$ cat src/include/jtp_defs.vh
// Purpose: constants for the test access port block
// Assumes: included by bare name from hw/ files
// Notes: definitions only
`ifndef JTP_DEFS_VH
`define JTP_DEFS_VH
// tap states
`define JTP_ST_RESET 4'h0
`define JTP_ST_IDLE 4'h1
`define JTP_ST_SEL_DR 4'h2
`define JTP_ST_CAP_DR 4'h3
`define JTP_ST_SH_DR 4'h4
`define JTP_ST_EX1_DR 4'h5
`define JTP_ST_PAU_DR 4'h6
`define JTP_ST_EX2_DR 4'h7
`define JTP_ST_UPD_DR 4'h8
`define JTP_ST_SEL_IR 4'h9
`define JTP_ST_CAP_IR 4'ha
`define JTP_ST_SH_IR 4'hb
`define JTP_ST_EX1_IR 4'hc
`define JTP_ST_PAU_IR 4'hd
`define JTP_ST_EX2_IR 4'he
`define JTP_ST_UPD_IR 4'hf
// instruction codes
`define JTP_IR_W 4
`define JTP_OP_EXTEST 4'h0
`define JTP_OP_INTEST 4'h1
`define JTP_OP_SAMPLE 4'h2
`define JTP_OP_ABORT 4'h8
`define JTP_OP_DPACC 4'ha
`define JTP_OP_APACC 4'hb
`define JTP_OP_IDCODE 4'he
`define JTP_OP_BYPASS 4'hf
// instruction capture pattern, low two bits fixed 01
`define JTP_IR_CAPTURE 4'h1
// decoded data chain selects
`define JTP_SEL_BYP 2'h0
`define JTP_SEL_ID 2'h1
`define JTP_SEL_BSR 2'h2
`define JTP_SEL_CORE 2'h3
// buffer
`define JTP_BUF_DEPTH 2
`endif

$ cat src/hw/jtp_skid_buf.v
// Purpose: two-entry valid/ready buffer
// Assumes: single clock, async active-low reset
// Notes: in_ready_out is honest full, out side may stall
`timescale 1ns/10ps
`default_nettype none
module jtp_skid_buf #(
    parameter WIDTH = 1
) (
    // clock and reset
    input wire mclk_in,
    input wire resetn_in,
    // fill side
    input wire in_valid_in,
    output wire in_ready_out,
    input wire [WIDTH-1:0] in_data_in,
    // drain side
    output wire out_valid_out,
    input wire out_ready_in,
    output wire [WIDTH-1:0] out_data_out
);
    reg [WIDTH-1:0] mem_r [0:1];
    reg rd_ptr_r;
    reg wr_ptr_r;
    reg [1:0] cnt_r;
    wire push;
    wire pop;
    assign in_ready_out = (cnt_r != 2'h2);
    assign out_valid_out = (cnt_r != 2'h0);
    assign out_data_out = mem_r[rd_ptr_r];
    assign push = in_valid_in && in_ready_out;
    assign pop = out_valid_out && out_ready_in;
    always @(posedge mclk_in or negedge resetn_in)
    begin
        if (!resetn_in)
        begin
            rd_ptr_r <= 1'b0;
            wr_ptr_r <= 1'b0;
            cnt_r <= 2'h0;
            mem_r[0] <= {WIDTH{1'b0}};
            mem_r[1] <= {WIDTH{1'b0}};
        end
        else
        begin
            if (push)
            begin
                mem_r[wr_ptr_r] <= in_data_in;
                wr_ptr_r <= ~wr_ptr_r;
            end
            if (pop)
                rd_ptr_r <= ~rd_ptr_r;
            if (push && !pop)
                cnt_r <= cnt_r + 2'h1;
            else if (pop && !push)
                cnt_r <= cnt_r - 2'h1;
        end
    end
endmodule // jtp_skid_buf
`default_nettype wire

$ cat src/hw/jtp_tap.v
// Purpose: test access port with output mux between own tap and core debug tap
// Assumes: tck sampled by mclk_in (250 MHz), tck well below mclk/4
// Notes on behaviour
// tap sequencing and instructions follow the 1990 boundary-scan standard
// host shifts bits in on tdi, device returns bits on tdo
// tdo muxed between own tap and core debug tap by instruction
// own tap drives the mux select, decoding core, own or unimplemented
// instruction chain is exactly four bits, holding current instruction
// bypass, idcode, sample/preload, extest, intest plus three core debug codes
// state follows reset and tms sampled on rising tck
// state controls capture, shift and update of the selected chain
// state picks instruction or data chain; instruction picks data chain
// extest and intest act on held chain data, no extra capture/shift/update
// unimplemented codes decode as bypass
// trst or power-on reset forces test-logic-reset, loading idcode
// five tck cycles with tms high reach test-logic-reset
// sample tms/tdi on rising tck, change tdo on falling tck
// tdo driven only while shifting; state kept while tck stopped
// standard sixteen-state controller
// bypass chain one bit, captures zero
`timescale 1ns/10ps
`default_nettype none
`include "jtp_defs.vh"
module jtp_tap #(
    parameter BSR_LEN = 8,
    parameter [31:0] IDCODE_VAL = 32'h0000_0001 // arbitrary value
) (
    // clock and reset
    input wire mclk_in,
    input wire resetn_in,
    // test pins
    input wire tck_in,
    input wire tms_in,
    input wire tdi_in,
    input wire trst_n_in,
    output reg tdo_out,
    output reg tdo_oe_out,
    // core debug tap side
    output wire core_tck_rise_out,
    output wire core_tdi_out,
    output wire [3:0] core_state_out,
    output reg [`JTP_IR_W-1:0] core_ir_out,
    input wire core_tdo_in,
    // boundary cells
    input wire [BSR_LEN-1:0] bsr_pins_in,
    output reg [BSR_LEN-1:0] bsr_upd_out,
    output wire extest_out,
    output wire intest_out
);
    // input synchronisers
    reg [1:0] tck_s_r;
    reg [1:0] tms_s_r;
    reg [1:0] tdi_s_r;
    reg [1:0] trst_s_r;
    reg [1:0] cdo_s_r;
    reg tck_d_r;
    reg rise_d_r;
    always @(posedge mclk_in or negedge resetn_in)
    begin
        if (!resetn_in)
        begin
            tck_s_r <= 2'h0;
            tms_s_r <= 2'h3;
            tdi_s_r <= 2'h3;
            trst_s_r <= 2'h0;
            cdo_s_r <= 2'h0;
            tck_d_r <= 1'b0;
            rise_d_r <= 1'b0;
        end
        else
        begin
            tck_s_r <= {tck_s_r[0], tck_in};
            tms_s_r <= {tms_s_r[0], tms_in};
            tdi_s_r <= {tdi_s_r[0], tdi_in};
            trst_s_r <= {trst_s_r[0], trst_n_in};
            cdo_s_r <= {cdo_s_r[0], core_tdo_in};
            tck_d_r <= tck_s_r[1];
            // one mclk after the rise, state and chains already moved
            rise_d_r <= tck_s_r[1] && !tck_d_r;
        end
    end
    wire tck_rise = tck_s_r[1] && !tck_d_r;
    wire tck_fall = !tck_s_r[1] && tck_d_r;
    wire trst_act = !trst_s_r[1];
    wire tms = tms_s_r[1];
    wire tdi = tdi_s_r[1];

    reg [3:0] st_r;
    reg [3:0] st_nxt;
    reg [`JTP_IR_W-1:0] ir_sh_r;
    reg [`JTP_IR_W-1:0] ir_r;
    reg byp_r;
    reg [31:0] id_sh_r;
    reg [BSR_LEN-1:0] bsr_sh_r;
    reg [1:0] sel;
    reg core_op;

    assign core_tck_rise_out = tck_rise;
    assign core_tdi_out = tdi;
    assign core_state_out = st_r;
    assign extest_out = (ir_r == `JTP_OP_EXTEST);
    assign intest_out = (ir_r == `JTP_OP_INTEST);

    // sixteen-state controller, moves only on tck rise or trst
    always @*
    begin
        st_nxt = st_r;
        case (st_r)
            `JTP_ST_RESET: st_nxt = tms ? `JTP_ST_RESET : `JTP_ST_IDLE;
            `JTP_ST_IDLE: st_nxt = tms ? `JTP_ST_SEL_DR : `JTP_ST_IDLE;
            `JTP_ST_SEL_DR: st_nxt = tms ? `JTP_ST_SEL_IR : `JTP_ST_CAP_DR;
            `JTP_ST_CAP_DR: st_nxt = tms ? `JTP_ST_EX1_DR : `JTP_ST_SH_DR;
            `JTP_ST_SH_DR: st_nxt = tms ? `JTP_ST_EX1_DR : `JTP_ST_SH_DR;
            `JTP_ST_EX1_DR: st_nxt = tms ? `JTP_ST_UPD_DR : `JTP_ST_PAU_DR;
            `JTP_ST_PAU_DR: st_nxt = tms ? `JTP_ST_EX2_DR : `JTP_ST_PAU_DR;
            `JTP_ST_EX2_DR: st_nxt = tms ? `JTP_ST_UPD_DR : `JTP_ST_SH_DR;
            `JTP_ST_UPD_DR: st_nxt = tms ? `JTP_ST_SEL_DR : `JTP_ST_IDLE;
            `JTP_ST_SEL_IR: st_nxt = tms ? `JTP_ST_RESET : `JTP_ST_CAP_IR;
            `JTP_ST_CAP_IR: st_nxt = tms ? `JTP_ST_EX1_IR : `JTP_ST_SH_IR;
            `JTP_ST_SH_IR: st_nxt = tms ? `JTP_ST_EX1_IR : `JTP_ST_SH_IR;
            `JTP_ST_EX1_IR: st_nxt = tms ? `JTP_ST_UPD_IR : `JTP_ST_PAU_IR;
            `JTP_ST_PAU_IR: st_nxt = tms ? `JTP_ST_EX2_IR : `JTP_ST_PAU_IR;
            `JTP_ST_EX2_IR: st_nxt = tms ? `JTP_ST_UPD_IR : `JTP_ST_SH_IR;
            `JTP_ST_UPD_IR: st_nxt = tms ? `JTP_ST_SEL_DR : `JTP_ST_IDLE;
            default: st_nxt = `JTP_ST_RESET;
        endcase
    end

    // instruction decode; unknown codes fall back to bypass
    always @*
    begin
        core_op = 1'b0;
        case (ir_r)
            `JTP_OP_IDCODE: sel = `JTP_SEL_ID;
            `JTP_OP_SAMPLE: sel = `JTP_SEL_BSR;
            `JTP_OP_EXTEST: sel = `JTP_SEL_BSR;
            `JTP_OP_INTEST: sel = `JTP_SEL_BSR;
            `JTP_OP_ABORT, `JTP_OP_DPACC, `JTP_OP_APACC:
            begin
                sel = `JTP_SEL_CORE;
                core_op = 1'b1;
            end
            default: sel = `JTP_SEL_BYP;
        endcase
    end

    // tms held high walks every state to reset within five rises
    always @(posedge mclk_in or negedge resetn_in)
    begin
        if (!resetn_in)
            st_r <= `JTP_ST_RESET;
        else if (trst_act)
            st_r <= `JTP_ST_RESET;
        else if (tck_rise)
            st_r <= st_nxt;
    end

    // chains: all move only on tck rise or trst, so a stopped tck keeps them
    always @(posedge mclk_in or negedge resetn_in)
    begin
        if (!resetn_in)
        begin
            ir_sh_r <= `JTP_OP_IDCODE;
            ir_r <= `JTP_OP_IDCODE;
            core_ir_out <= `JTP_OP_IDCODE;
            byp_r <= 1'b0;
            id_sh_r <= 32'h0000_0000;
            bsr_sh_r <= {BSR_LEN{1'b0}};
            bsr_upd_out <= {BSR_LEN{1'b0}};
        end
        else if (trst_act || (tck_rise && st_nxt == `JTP_ST_RESET))
        begin
            ir_r <= `JTP_OP_IDCODE;
            core_ir_out <= `JTP_OP_IDCODE;
        end
        else if (tck_rise)
        begin
            case (st_r)
                `JTP_ST_CAP_IR: ir_sh_r <= `JTP_IR_CAPTURE;
                `JTP_ST_SH_IR: ir_sh_r <= {tdi, ir_sh_r[`JTP_IR_W-1:1]};
                `JTP_ST_UPD_IR:
                begin
                    ir_r <= ir_sh_r;
                    core_ir_out <= ir_sh_r;
                end
                `JTP_ST_CAP_DR:
                begin
                    byp_r <= 1'b0;
                    if (sel == `JTP_SEL_ID)
                        id_sh_r <= IDCODE_VAL;
                    if (sel == `JTP_SEL_BSR && !intest_out && !extest_out)
                        bsr_sh_r <= bsr_pins_in;
                end
                `JTP_ST_SH_DR:
                begin
                    byp_r <= tdi;
                    if (sel == `JTP_SEL_ID)
                        id_sh_r <= {tdi, id_sh_r[31:1]};
                    if (sel == `JTP_SEL_BSR && !intest_out && !extest_out)
                        bsr_sh_r <= {tdi, bsr_sh_r[BSR_LEN-1:1]};
                end
                `JTP_ST_UPD_DR:
                    if (sel == `JTP_SEL_BSR && ir_r == `JTP_OP_SAMPLE)
                        bsr_upd_out <= bsr_sh_r;
                default: ;
            endcase
        end
    end

    // serial bit presented this cycle
    reg chain_bit;
    wire shifting = (st_r == `JTP_ST_SH_DR) || (st_r == `JTP_ST_SH_IR);
    always @*
    begin
        if (st_r == `JTP_ST_SH_IR)
            chain_bit = ir_sh_r[0];
        else
        begin
            case (sel)
                `JTP_SEL_ID: chain_bit = id_sh_r[0];
                `JTP_SEL_BSR: chain_bit = bsr_sh_r[0];
                `JTP_SEL_CORE: chain_bit = cdo_s_r[1];
                default: chain_bit = byp_r;
            endcase
        end
    end

    // out bit passes the two-entry buffer so a late fall edge loses nothing
    wire buf_in_rdy;
    wire buf_out_vld;
    wire [1:0] buf_out_data;
    jtp_skid_buf #(
        .WIDTH(2)
    ) u_buf (
        .mclk_in(mclk_in),
        .resetn_in(resetn_in),
        .in_valid_in(rise_d_r),
        .in_ready_out(buf_in_rdy),
        .in_data_in({shifting, chain_bit}),
        .out_valid_out(buf_out_vld),
        .out_ready_in(tck_fall),
        .out_data_out(buf_out_data)
    );

    // tdo changes only on the falling edge, tristate outside shift
    always @(posedge mclk_in or negedge resetn_in)
    begin
        if (!resetn_in)
        begin
            tdo_out <= 1'b0;
            tdo_oe_out <= 1'b0;
        end
        else if (trst_act)
            tdo_oe_out <= 1'b0;
        else if (tck_fall && buf_out_vld)
        begin
            tdo_out <= buf_out_data[0];
            tdo_oe_out <= buf_out_data[1];
        end
    end
endmodule // jtp_tap
`default_nettype wire

$ cat config.mk
export PLATFORM = sky130hd
export DESIGN_NAME = jtp_tap
export DESIGN_NICKNAME = d
export VERILOG_FILES = /design/src/hw/jtp_skid_buf.v /design/src/hw/jtp_tap.v
export VERILOG_INCLUDE_DIRS = /design/src /design/src/include
export SDC_FILE = /design/constraint.sdc
export NUM_CORES = 1
export LEC_CHECK = 0
export BUFFER_PORTS_ARGS = -buffer_cell sky130_fd_sc_hd__buf_2
export CORE_ASPECT_RATIO = 0.8
export CORE_MARGIN = 2
export CORE_UTILIZATION = 58
export CTS_CLUSTER_SIZE = 25
export DETAILED_ROUTE_END_ITERATION = 16
export HOLD_SLACK_MARGIN = 0.1
export PLACE_DENSITY = 0.89
export REMOVE_ABC_BUFFERS = 1
export SYNTH_ARGS = -nofsm -noshare
export SYNTH_HDL_FRONTEND = slang
export SYNTH_SLANG_ARGS = --single-unit
$ cat constraint.sdc
create_clock -name mclk_in -period 2.1 [get_ports mclk_in]
set_clock_uncertainty 0.05 [all_clocks]
set_input_delay 0.315 -clock mclk_in [delete_from_list [all_inputs] [get_ports mclk_in]]
set_output_delay 0.315 -clock mclk_in [all_outputs]
set_load 0.02 [all_outputs]
Word-level counts from Yosys, hierarchy flattened. Index checks and enable logic that the tools add are counted.

Bits in registers: 83. Logic and storage cells: 142. Input port bits: 15.

Bitwise operators: 5. Mux-type cells: 39. Eq/ne operators: 31. Order comparisons: 3. Reductions and logical operators: 41. Add/subtract/negate cells: 2.

Operator list (number): $mux 32 (2); $pmux 32 s2 (1); $eq 4x4->1 const B (12); $pmux 4 s12 (1); $mux 4 (9); $mux 2 (9); $eq 4x3->1 const B (4); $mux 8 (2); $pmux 8 s2 (1); $eq 4x2->1 const B (3); $logic_not 4->1 (3); $reduce_bool 2->1 (6); $logic_and 1x1->1 (11); $ne 2x2->1 const B (5); $reduce_and 5->1 (2); $reduce_or 3->1 (3); $eq 4x1->1 const B (2); $pmux 4 s2 (1); $logic_not 1->1 (7); $mux 1 (6); $mux 3 (2); $pmux 2 s3 (1); $reduce_and 3->1 (2); $bwmux 4 (1); other kinds (16) (25).

Longest topological paths before layout. Gate-level depths: netlist of the first run.

Depth after elaboration: 8. Gate-level depth with buffers: 7. Depth with buffers taken out: 7.

Hierarchy. A second synthesis of the first run with hierarchy kept.

Cell total of the unflattened synthesis: 349. Area total of the unflattened synthesis: 3933.8 µm².

By module, submodules not included: jtp_tap (cells an instance 322, area an instance 3545.9 µm², times used 1); jtp_skid_buf (cells an instance 27, area an instance 387.9 µm², times used 1).

Worst setup path after synthesis of the first run. No wires, ideal clock.

Kind: register to output. Start point: reg ir_r[0]. End point: out intest_out. Data arrival time: 1423 ps. Required time: 1735 ps. Stages on the path, launching flop included: 3. Path buffers: 0. Setup slack: 312 ps. Cells stage by stage: dfrtp_1 > inv_1 > nor4_1.

Longest elaborated chain between the ends: 1.

RTL lines: start: declaration (line jtp_tap.v:91) `` reg [`JTP_IR_W-1:0] ir_r; ``; start signal: assignment (line jtp_tap.v:164) `` ir_r <= `JTP_OP_IDCODE; ``; start signal: assignment (line jtp_tap.v:173) `` ir_r <= `JTP_OP_IDCODE; ``; start signal: assignment (line jtp_tap.v:183) `ir_r <= ir_sh_r;`; $eq 4x1->1; end: declaration (line jtp_tap.v:48) `output wire intest_out`.

No other way between the ends.

Worst setup path after layout of the first run. Ends and elaborated chain as after synthesis.

==> flow_summary.toml, run 1 <==
[cts]
cts_buffer_depth = 2
numCtsBuffers = 9
post_cts_resized = 0
cts_tree = "done"
cts_hold_buf = 6
clk_latency_ns = 0.36
cts.clk_slew.worst_paths_ns = 0.09
htree_levels = 3
clk_root_buffer_cell = "clkbuf_8"
post_cts_buffers = 0
cts_sinks = 83

[critical_path]
reg2reg_to = "bsr_sh_r[2]$_DFFE_PN0P_"
path_max_fanout = 8
critPathArrivalTime_ns = 1.60
critPathKind = "reg -> out"
reg2reg_slack_ns = 0.23
reg2reg_from = "ir_r[1]$_DFFE_PN1P_"
endpoint_kind = "output pin"
critPathLaunchType = "flop"
ff2ff_path_depth = 4
cp_data_required_time_ns = 1.74

[die]
die_area_um2 = 7153
initial_utilization = 0.5933
rows = 26
die_h_um = 76.05
coreArea_um2 = 6344
fp.dieW_um = 94.06
pin_count = 37

[routing]
vias = 2668
initialDrtViolationCount = 213
wl_um = 7154
post-route-drc-count = 0
drt_pass1_iterations = 5
post_drt_wl_per_cell_um = 14.84
via_per_inst = 5.535
postRouteAntennaNets = 0

[layout]
fin_area_um2 = 4234
final_cells = 482
syn2layout_area_growth_pct = 12.50
nFillCells = 502
nNetsFinal = 409
diodes = 0
layout-drive-gt1-share = 0.2136

[power]
switching_share = 0.2601
leakagePower_nw = 1.856
power_density_nw_per_um2 = 751.3
p_clk_frac = 0.372
combinationalPowerShare = 0.083
p_total_mw = 3.181
intPower_mw = 2.354
power.share.sequential = 0.545
p_sw_uw = 827.3
ir_drop_uv = 441.5

[global_route]
grt_antenna_before_repair = 0
grt_pass1_vias = 2614
grt-ovfl-total = 0
grt_max_degree = 65
gr-usage-all-layers = 0.2211
grt_pass1_wl_um = 12420

[synth]
synth_cell_types = 59
synth.avg_cell_area_um2 = 10.51
ys_ff_latch = 83
yosys_warnings = 0
synth_area_um2 = 3764
async_flop_share = 1.000
ys_seq_area_frac = 0.5552
syn_inst = 358
synth_edf_count = 0
synth_ff_type = "dfrtp_1"

[worst_hold_path]
min_path_cells = 3
hold_start = "bsr_pins_in[5]"
hp-class = "in -> reg"
holdPathEnd = "bsr_sh_r[5]$_DFFE_PN0P_"

[timing]
period_minus_slack_ns = 1.968
tightestPinTransition_ns = 0.7009
finalSetupViolations = 0
timing.hold.ws_ns = 0.1729
min_period_over_period = 0.9372
rsz0062_at_grt = "false"
finalHoldViolCount = 0
max_slew_margin = 0.5328
slew_violations = 0
max_freq_mhz = 508.1

[placement]
gp_congestion = 0.8957
dp_hpwl_um = 4851
port_buffers = 36
placedCellCount = 460
place_area_um2 = 3965

[job]
max-cap-violations = 0

[run_status]
status = "finished, final reports clean"
==> metrics by stage <==
step             util  setup TNS, ns  setup WS, ns
2_1_floorplan       -         -2.809      -0.08779
3_3_place_gp   0.6250              0        0.3208
3_5_place_dp   0.6250              0        0.2362
4_1_cts        0.6675              0        0.1304
5_1_grt        0.6675              0       0.02814
6_report       0.6675              0        0.1319
==> worst max-delay path, stage by stage (launching register included) <==
cell and delay [ns]:
dfrtp_1 0.51, inv_1 0.15, nor4_1 0.36, buf_2 0.23
==> power groups by stage <==
stage,clock [mW],sequential (mW),combinational [mW]
final,1.18,1.73,0.264
after global routing,1.28,1.74,0.293
after CTS,1.21,1.73,0.266
after detailed placement,0,1.76,0.254
after global placement,0,1.76,0.245
after floorplan,0,1.75,0.158
==> layer usage <==
| metal | routed length [µm] | global-route usage | up-vias |
|---|---|---|---|
| li1 | - | - | 1298 |
| met1 | 3304 | 0.3076 | 1309 |
| met2 | 3556 | 0.3486 | 53 |
| met3 | 237 | 0.05638 | 8 |
| met4 | 56 | 0.06087 | 0 |
| met5 | 0 | 0 | - |
==> layout make-up <==
cell class | count | area [µm²] | share of cell area
clock inverters | 7 | 85.08 | 0.02009
inverters | 12 | 45.04 | 0.01064
well taps | 84 | 105.1 | 0.02482
repair buffers | 48 | 300.3 | 0.07092
multi-input cells | 239 | 1485 | 0.3508
clock buffers | 9 | 123.9 | 0.02926
flip-flops and latches | 83 | 2090 | 0.4935
==> cells in the final DEF, fill, tap and decap left out, types with 2 or more instances in the layout <==
master	instances
a211oi_1	2
a21oi_1	6
and3b_1	2
and4b_1	2
buf_2	35
buf_4	6
clkbuf_8	9
clkinvlp_4	2
dfrtp_1	73
dfstp_2	10
dlygate4sd3_1	6
inv_1	10
inv_2	2
inv_8	2
mux2_1	7
mux2_2	6
mux2i_1	12
nand2_1	80
nand2b_1	2
nor2_1	9
nor2b_1	3
nor3b_1	3
nor4_1	2
o211ai_1	3
o21ai_0	8
o21ai_1	45
o22a_1	4
o22ai_1	2
o311ai_1	2
o31ai_1	3
or2_1	2
xnor2_1	5
xor2_1	2
==> how the worst max path moves through the flow <==
stage | startpoint | to | slack [ns] | depth (start not counted)
floorplan | core_state_out[0]$_DFFE_PN0P_ | id_sh_r[0]$_DFFE_PN0P_ | -0.09 | 3
detailed placement | ir_r[1]$_DFFE_PN1P_ | bsr_sh_r[2]$_DFFE_PN0P_ | 0.24 | 4
CTS | ir_r[0]$_DFFE_PN0P_ | intest_out | 0.13 | 3
global route | ir_r[0]$_DFFE_PN0P_ | intest_out | 0.03 | 3
finish | ir_r[0]$_DFFE_PN0P_ | intest_out | 0.13 | 3
global placement | ir_r[1]$_DFFE_PN1P_ | bsr_sh_r[7]$_DFFE_PN0P_ | 0.32 | 4
==> logic make-up after synthesis <==
group | share of synthesized area
xor+xnor | 0.01629
flops | 0.5552
mux | 0.07081
simple gates | 0.1506
compound gates | 0.1509
buf+inv | 0.05020
fa+ha+maj | 0.005984
==> Yosys cell counts, drive strengths merged (2+ instances only) <==
cell	instances	area [µm²]
clkbuf	3	11.26
o31ai	3	22.52
o22ai	2	12.51
nand4	2	27.53
dfrtp	73	1827
o311ai	2	17.52
nand2b	2	12.51
nor4	2	12.51
nor2b	3	18.77
nor2	10	45.04
dfstp	10	262.8
mux2	13	146.4
mux2i	12	120.1
or2	2	12.51
buf	21	132.6
o2111ai	2	41.29
o211ai	3	22.52
o21ai	54	274.0
a211oi	2	15.01
and4b	2	20.02
and3b	2	17.52
o22a	4	35.03
xor2	2	17.52
a21oi	6	30.03
nand2	80	300.3
xnor2	5	43.79
inv	12	45.05
nor3b	4	35.03
==> registers in the layout, indices dropped and copies added, names as in the netlist, 4 cells and up <==
name	count
core_state_out	4
bsr_sh_r	8
u_buf.mem_r	4
id_sh_r	32
bsr_upd_out	8
ir_r	4
ir_sh_r	4
No activity file was read; power rests on OpenSTA's default activity.
==> run 2, diff against run 1 <==
--- a/config.mk
+++ b/config.mk
@@ -10,6 +10,7 @@
 export CORE_ASPECT_RATIO = 0.8
 export CORE_MARGIN = 2
 export CORE_UTILIZATION = 58
+export CTS_BUF_LIST = sky130_fd_sc_hd__clkbuf_16
 export CTS_CLUSTER_SIZE = 25
 export DETAILED_ROUTE_END_ITERATION = 16
 export HOLD_SLACK_MARGIN = 0.1
==> flow_summary.toml, run 2 (synthesized netlist as in run 1, its figures left out) <==
[run_status]
status = "finished, final reports clean"

[timing]
max_freq_mhz = 520.9
max_slew_margin = 0.5293
min_period_over_period = 0.9143
slew_violations = 0
finalSetupViolations = 0
finalHoldViolCount = 0
period_minus_slack_ns = 1.920
tightestPinTransition_ns = 0.7060
fin_ws_ns = 0.1801
rsz0062_at_grt = "false"

[layout]
final_common_cell = "nand2_1"
most-common-layout-cells = "nand2_1 (80), dfrtp_1 (73), o21ai_1 (45)"
syn2layout_area_growth_pct = 15.19
nNetsFinal = 409
diodes = 0
final_cells = 482
layout-drive-gt1-share = 0.2136
max_flop_register = "id_sh_r"
largest_registers = "id_sh_r x32, bsr_sh_r x8, bsr_upd_out x8"
largest_reg_flops = 32
fin_area_um2 = 4335

[die]
rows = 26
coreArea_um2 = 6344
pin_count = 37
initial_utilization = 0.5933
die_area_um2 = 7153
die_h_um = 76.05
fp.dieW_um = 94.06

[routing]
initialDrtViolationCount = 183
post-route-drc-count = 0
wl_um = 7455
postRouteAntennaNets = 0
vias = 2705
drt_pass1_iterations = 4
post_drt_wl_per_cell_um = 15.47
via_per_inst = 5.612

[placement]
dp_hpwl_um = 4851
port_buffers = 36
placedCellCount = 460
gp_congestion = 0.8957
place_area_um2 = 3965
place_ws_ns = 0.2362

[worst_hold_path]
hp-class = "in -> reg"
min_path_cells = 3

[global_route]
grt_antenna_before_repair = 0
grt_pass1_wl_um = 12780
gr-usage-all-layers = 0.2302
grt_pass1_vias = 2701
gr-max-usage-layer = "met2"
grt_max_degree = 65
use_met3 = 0.05440
grt-ovfl-total = 0
gr-usage-met1 = 0.3051
use_met2 = 0.3714

[critical_path]
critPathMaxStageDelay_ns = 0.51
cp_data_required_time_ns = 1.74
critPathLaunchType = "flop"
critPathKind = "reg -> out"
endpoint_kind = "output pin"
cp_cell_sequence = "inv_1 > nor4_1 > buf_2"
ff2ff_path_depth = 4
critPathTopFamily = "flip-flops"
path_max_fanout = 8
crit_slowest_cell = "dfrtp_1"
critPathArrivalTime_ns = 1.55
worst-path-buf-inv = 2
worstSetupPathDepth = 3

[cts]
clk_latency_ns = 0.34
cts.clk_slew.worst_paths_ns = 0.07
clk_root_buffer_cell = "clkbuf_16"
numCtsBuffers = 9
cts_sinks = 83
post_cts_resized = 0
cts_tree = "done"
cts_hold_buf = 6
post_cts_buffers = 0
htree_levels = 3
cts_buffer_depth = 2

[power]
ir_drop_uv = 621.0
power_density_nw_per_um2 = 833.0
leakagePower_nw = 1.902

[job]
max-cap-violations = 0
-- run 2: changes by cell type in the layout (fill, tap and decap cells not counted) --
cell       before  now
clkbuf_8        9    0
clkbuf_16       0    9
-- run 2: worst paths after layout --
check                                      start                 endpoint  slack [ns]
setup / recovery             ir_r[0]$_DFFE_PN0P_               intest_out        0.18
max in group asynchronous              resetn_in      ir_r[1]$_DFFE_PN1P_        0.90
setup reg to reg             ir_r[1]$_DFFE_PN1P_  bsr_sh_r[2]$_DFFE_PN0P_        0.23
min in group asynchronous              resetn_in  id_sh_r[23]$_DFFE_PN0P_        0.43
hold reg to reg            trst_s_r[0]$_DFF_PN0_    trst_s_r[1]$_DFF_PN0_        0.30
hold / removal                    bsr_pins_in[5]  bsr_sh_r[5]$_DFFE_PN0P_        0.20
-- run 2: final cells by class --
class / count / area (µm²)
flip-flops and latches: 83 / 2090
fillers: 482 / 2008
multi-input cells: 239 / 1485
repair buffers: 48 / 300.3
clock buffers: 9 / 225.2
well taps: 84 / 105.1
clock inverters: 7 / 85.08
inverters: 12 / 45.04
-- run 2: metrics by stage --
stage	hold WS (ns)	total power [mW]	util	TNS, ns
2_1_floorplan	-0.03059	1.912	-	-2.809
4_1_cts	0.1960	3.641	0.6834	0
3_3_place_gp	0.2521	2.001	0.6250	0
5_1_grt	0.2147	3.744	0.6834	0
3_5_place_dp	0.2502	2.017	0.6250	0
6_report	0.2010	3.611	0.6834	0
-- run 2: routing by layer --
metal / part of all wire / up-vias
met2: 0.49 / 81
met3: 0.045 / 10
met1: 0.44 / 1311
li1: - / 1303
met4: 0.015 / 0
met5: 0 / -
-- run 2: power breakdown --
part	internal, mW	switching (mW)
registers	1.66	0.0736
clock network	0.943	0.668
logic	0.122	0.141
-- run 2: worst register-to-register path, cell delays in order (launching register included) --
cell and delay [ns]:
dfstp_2 0.62, nor4b_4 0.33, o2111ai_2 0.46, nand2_1 0.20
o21ai_1 0.08
==> run 3, diff against run 2 <==
--- a/config.mk
+++ b/config.mk
@@ -7,11 +7,12 @@
 export NUM_CORES = 1
 export LEC_CHECK = 0
 export BUFFER_PORTS_ARGS = -buffer_cell sky130_fd_sc_hd__buf_2
+export CELL_PAD_IN_SITES_DETAIL_PLACEMENT = 0
+export CELL_PAD_IN_SITES_GLOBAL_PLACEMENT = 2
 export CORE_ASPECT_RATIO = 0.8
 export CORE_MARGIN = 2
-export CORE_UTILIZATION = 58
+export CORE_UTILIZATION = 38
 export CTS_BUF_LIST = sky130_fd_sc_hd__clkbuf_16
-export CTS_CLUSTER_SIZE = 25
 export DETAILED_ROUTE_END_ITERATION = 16
 export HOLD_SLACK_MARGIN = 0.1
 export PLACE_DENSITY = 0.89
==> constraint.sdc (replaced) <==
create_clock -name mclk_in -period 2.2 [get_ports mclk_in]
set_clock_uncertainty 0.05 [all_clocks]
set_input_delay 0.33 -clock mclk_in [delete_from_list [all_inputs] [get_ports mclk_in]]
set_output_delay 0.33 -clock mclk_in [all_outputs]
set_load 0.02 [all_outputs]
==> flow_summary.toml, run 3 (synthesized netlist as in run 1, its figures left out) <==
[die]
pin_count = 37
fp.dieW_um = 115.3
coreArea_um2 = 9649
initial_utilization = 0.3900
die_h_um = 93.02
die_area_um2 = 10720
rows = 32

[critical_path]
critPathKind = "reg -> out"
path_max_fanout = 8
critPathArrivalTime_ns = 1.56
critPathLaunchType = "flop"
endpoint_kind = "output pin"
cp_data_required_time_ns = 1.82

[layout]
syn2layout_area_growth_pct = 16.82
max_flop_register = "id_sh_r"
largest_reg_flops = 32
final_common_cell = "nand2_1"
layout-drive-gt1-share = 0.2130
largest_registers = "id_sh_r x32, bsr_sh_r x8, bsr_upd_out x8"
most-common-layout-cells = "nand2_1 (80), dfrtp_1 (73), o21ai_1 (45)"
diodes = 0
nNetsFinal = 410

[global_route]
grt_max_degree = 65
gr-usage-all-layers = 0.1463
grt_antenna_before_repair = 0
grt_pass1_wl_um = 12170
grt_pass1_vias = 2397
grt-ovfl-total = 0

[timing]
min_period_over_period = 0.8834
timing.hold.ws_ns = 0.2203
max_slew_margin = 0.5700
period_minus_slack_ns = 1.944
slew_violations = 0
max_freq_mhz = 514.5
tns_ns = 0
rsz0062_at_grt = "false"
finalHoldViolCount = 0
tightestPinTransition_ns = 0.6449
finalSetupViolations = 0

[power]
ir_drop_uv = 331.4
leakagePower_nw = 1.908
p_total_mw = 3.419
power_density_nw_per_um2 = 777.7

[cts]
numCtsBuffers = 9
cts.clk_slew.worst_paths_ns = 0.06
clk_latency_ns = 0.34
htree_levels = 3
cts_buffer_depth = 2
cts_sinks = 83
clk_root_buffer_cell = "clkbuf_16"
cts_tree = "done"
post_cts_resized = 0

[routing]
vias = 2571
wl_um = 7195
via_per_inst = 4.806
post_drt_wl_per_cell_um = 13.45
drt_pass1_iterations = 4
initialDrtViolationCount = 175
postRouteAntennaNets = 0
post-route-drc-count = 0

[placement]
dp_hpwl_um = 4801
gp_congestion = 0.7418
port_buffers = 36

[run_status]
status = "finished, final reports clean"

[job]
max-cap-violations = 0

[worst_hold_path]
hp-class = "in -> reg"
-- run 3: changes by cell type in the layout (fill, tap and decap cells not counted), sizes merged --
| cell | previous run | this run |
|---|---|---|
| buf | 42 | 43 |
| clkinv | 1 | 3 |
| clkinvlp | 2 | 0 |
-- run 3: routing by layer --
layer | vias to the layer above | GRT usage | routed length [µm]
met5 | - | 0 | 0
met4 | 0 | 0.04217 | 84
met3 | 7 | 0.05574 | 388
met2 | 46 | 0.1971 | 2880
met1 | 1219 | 0.2166 | 3842
li1 | 1299 | - | -
-- run 3: cell type report --
| type | count | area (µm²) |
|---|---|---|
| multi-input cells | 239 | 1485 |
| well taps | 136 | 170.2 |
| clock inverters | 7 | 73.82 |
| repair buffers | 49 | 307.8 |
| inverters | 12 | 45.04 |
| clock buffers | 9 | 225.2 |
| flip-flops and latches | 83 | 2090 |
| fillers | 909 | 5253 |
-- run 3: final timing paths --
path	start	end	slack [ns]	depth (start not counted)
worst max-delay path	ir_r[0]$_DFFE_PN0P_	intest_out	0.26	3
max in group asynchronous	resetn_in	id_sh_r[17]$_DFFE_PN0P_	1.01	3
worst max register to register	ir_r[1]$_DFFE_PN1P_	bsr_sh_r[4]$_DFFE_PN0P_	0.36	4
worst min-delay path	bsr_pins_in[0]	bsr_sh_r[0]$_DFFE_PN0P_	0.22	3
worst min register to register	tck_s_r[0]$_DFF_PN0_	tck_s_r[1]$_DFF_PN0_	0.30	0
min in group asynchronous	resetn_in	u_buf.rd_ptr_r$_DFFE_PN0P_	0.49	2
-- run 3: critical path: stages (launching register included) --
cell and delay (ns):
dfrtp_1 0.53, inv_1 0.16, nor4_1 0.31, buf_2 0.23
-- run 3: repair_timing --
| item | 4_1_cts | 5_1_grt |
|---|---|---|
| endpoints found under the hold margin | 39 | 0 |
| hold buffers | 6 | 0 |
| endpoints found under the setup margin | 0 | 0 |
| buffers inserted | 0 | 0 |
-- run 3: power breakdown --
group / switching [mW] / internal (mW)
combinational: 0.132 / 0.120
clock: 0.625 / 0.887
sequential: 0.0674 / 1.59
-- run 3: stage by stage --
stage	cells	area [µm²]	setup WS, ns	utilization
final	535	4397	0.2564	0.4557
after global routing	535	4397	0.1088	0.4557
after global placement	513	4038	0.4096	0.4184
after CTS	535	4397	0.2583	0.4557
after floorplan	334	3620	0.01221	-
after detailed placement	513	4038	0.3676	0.4184
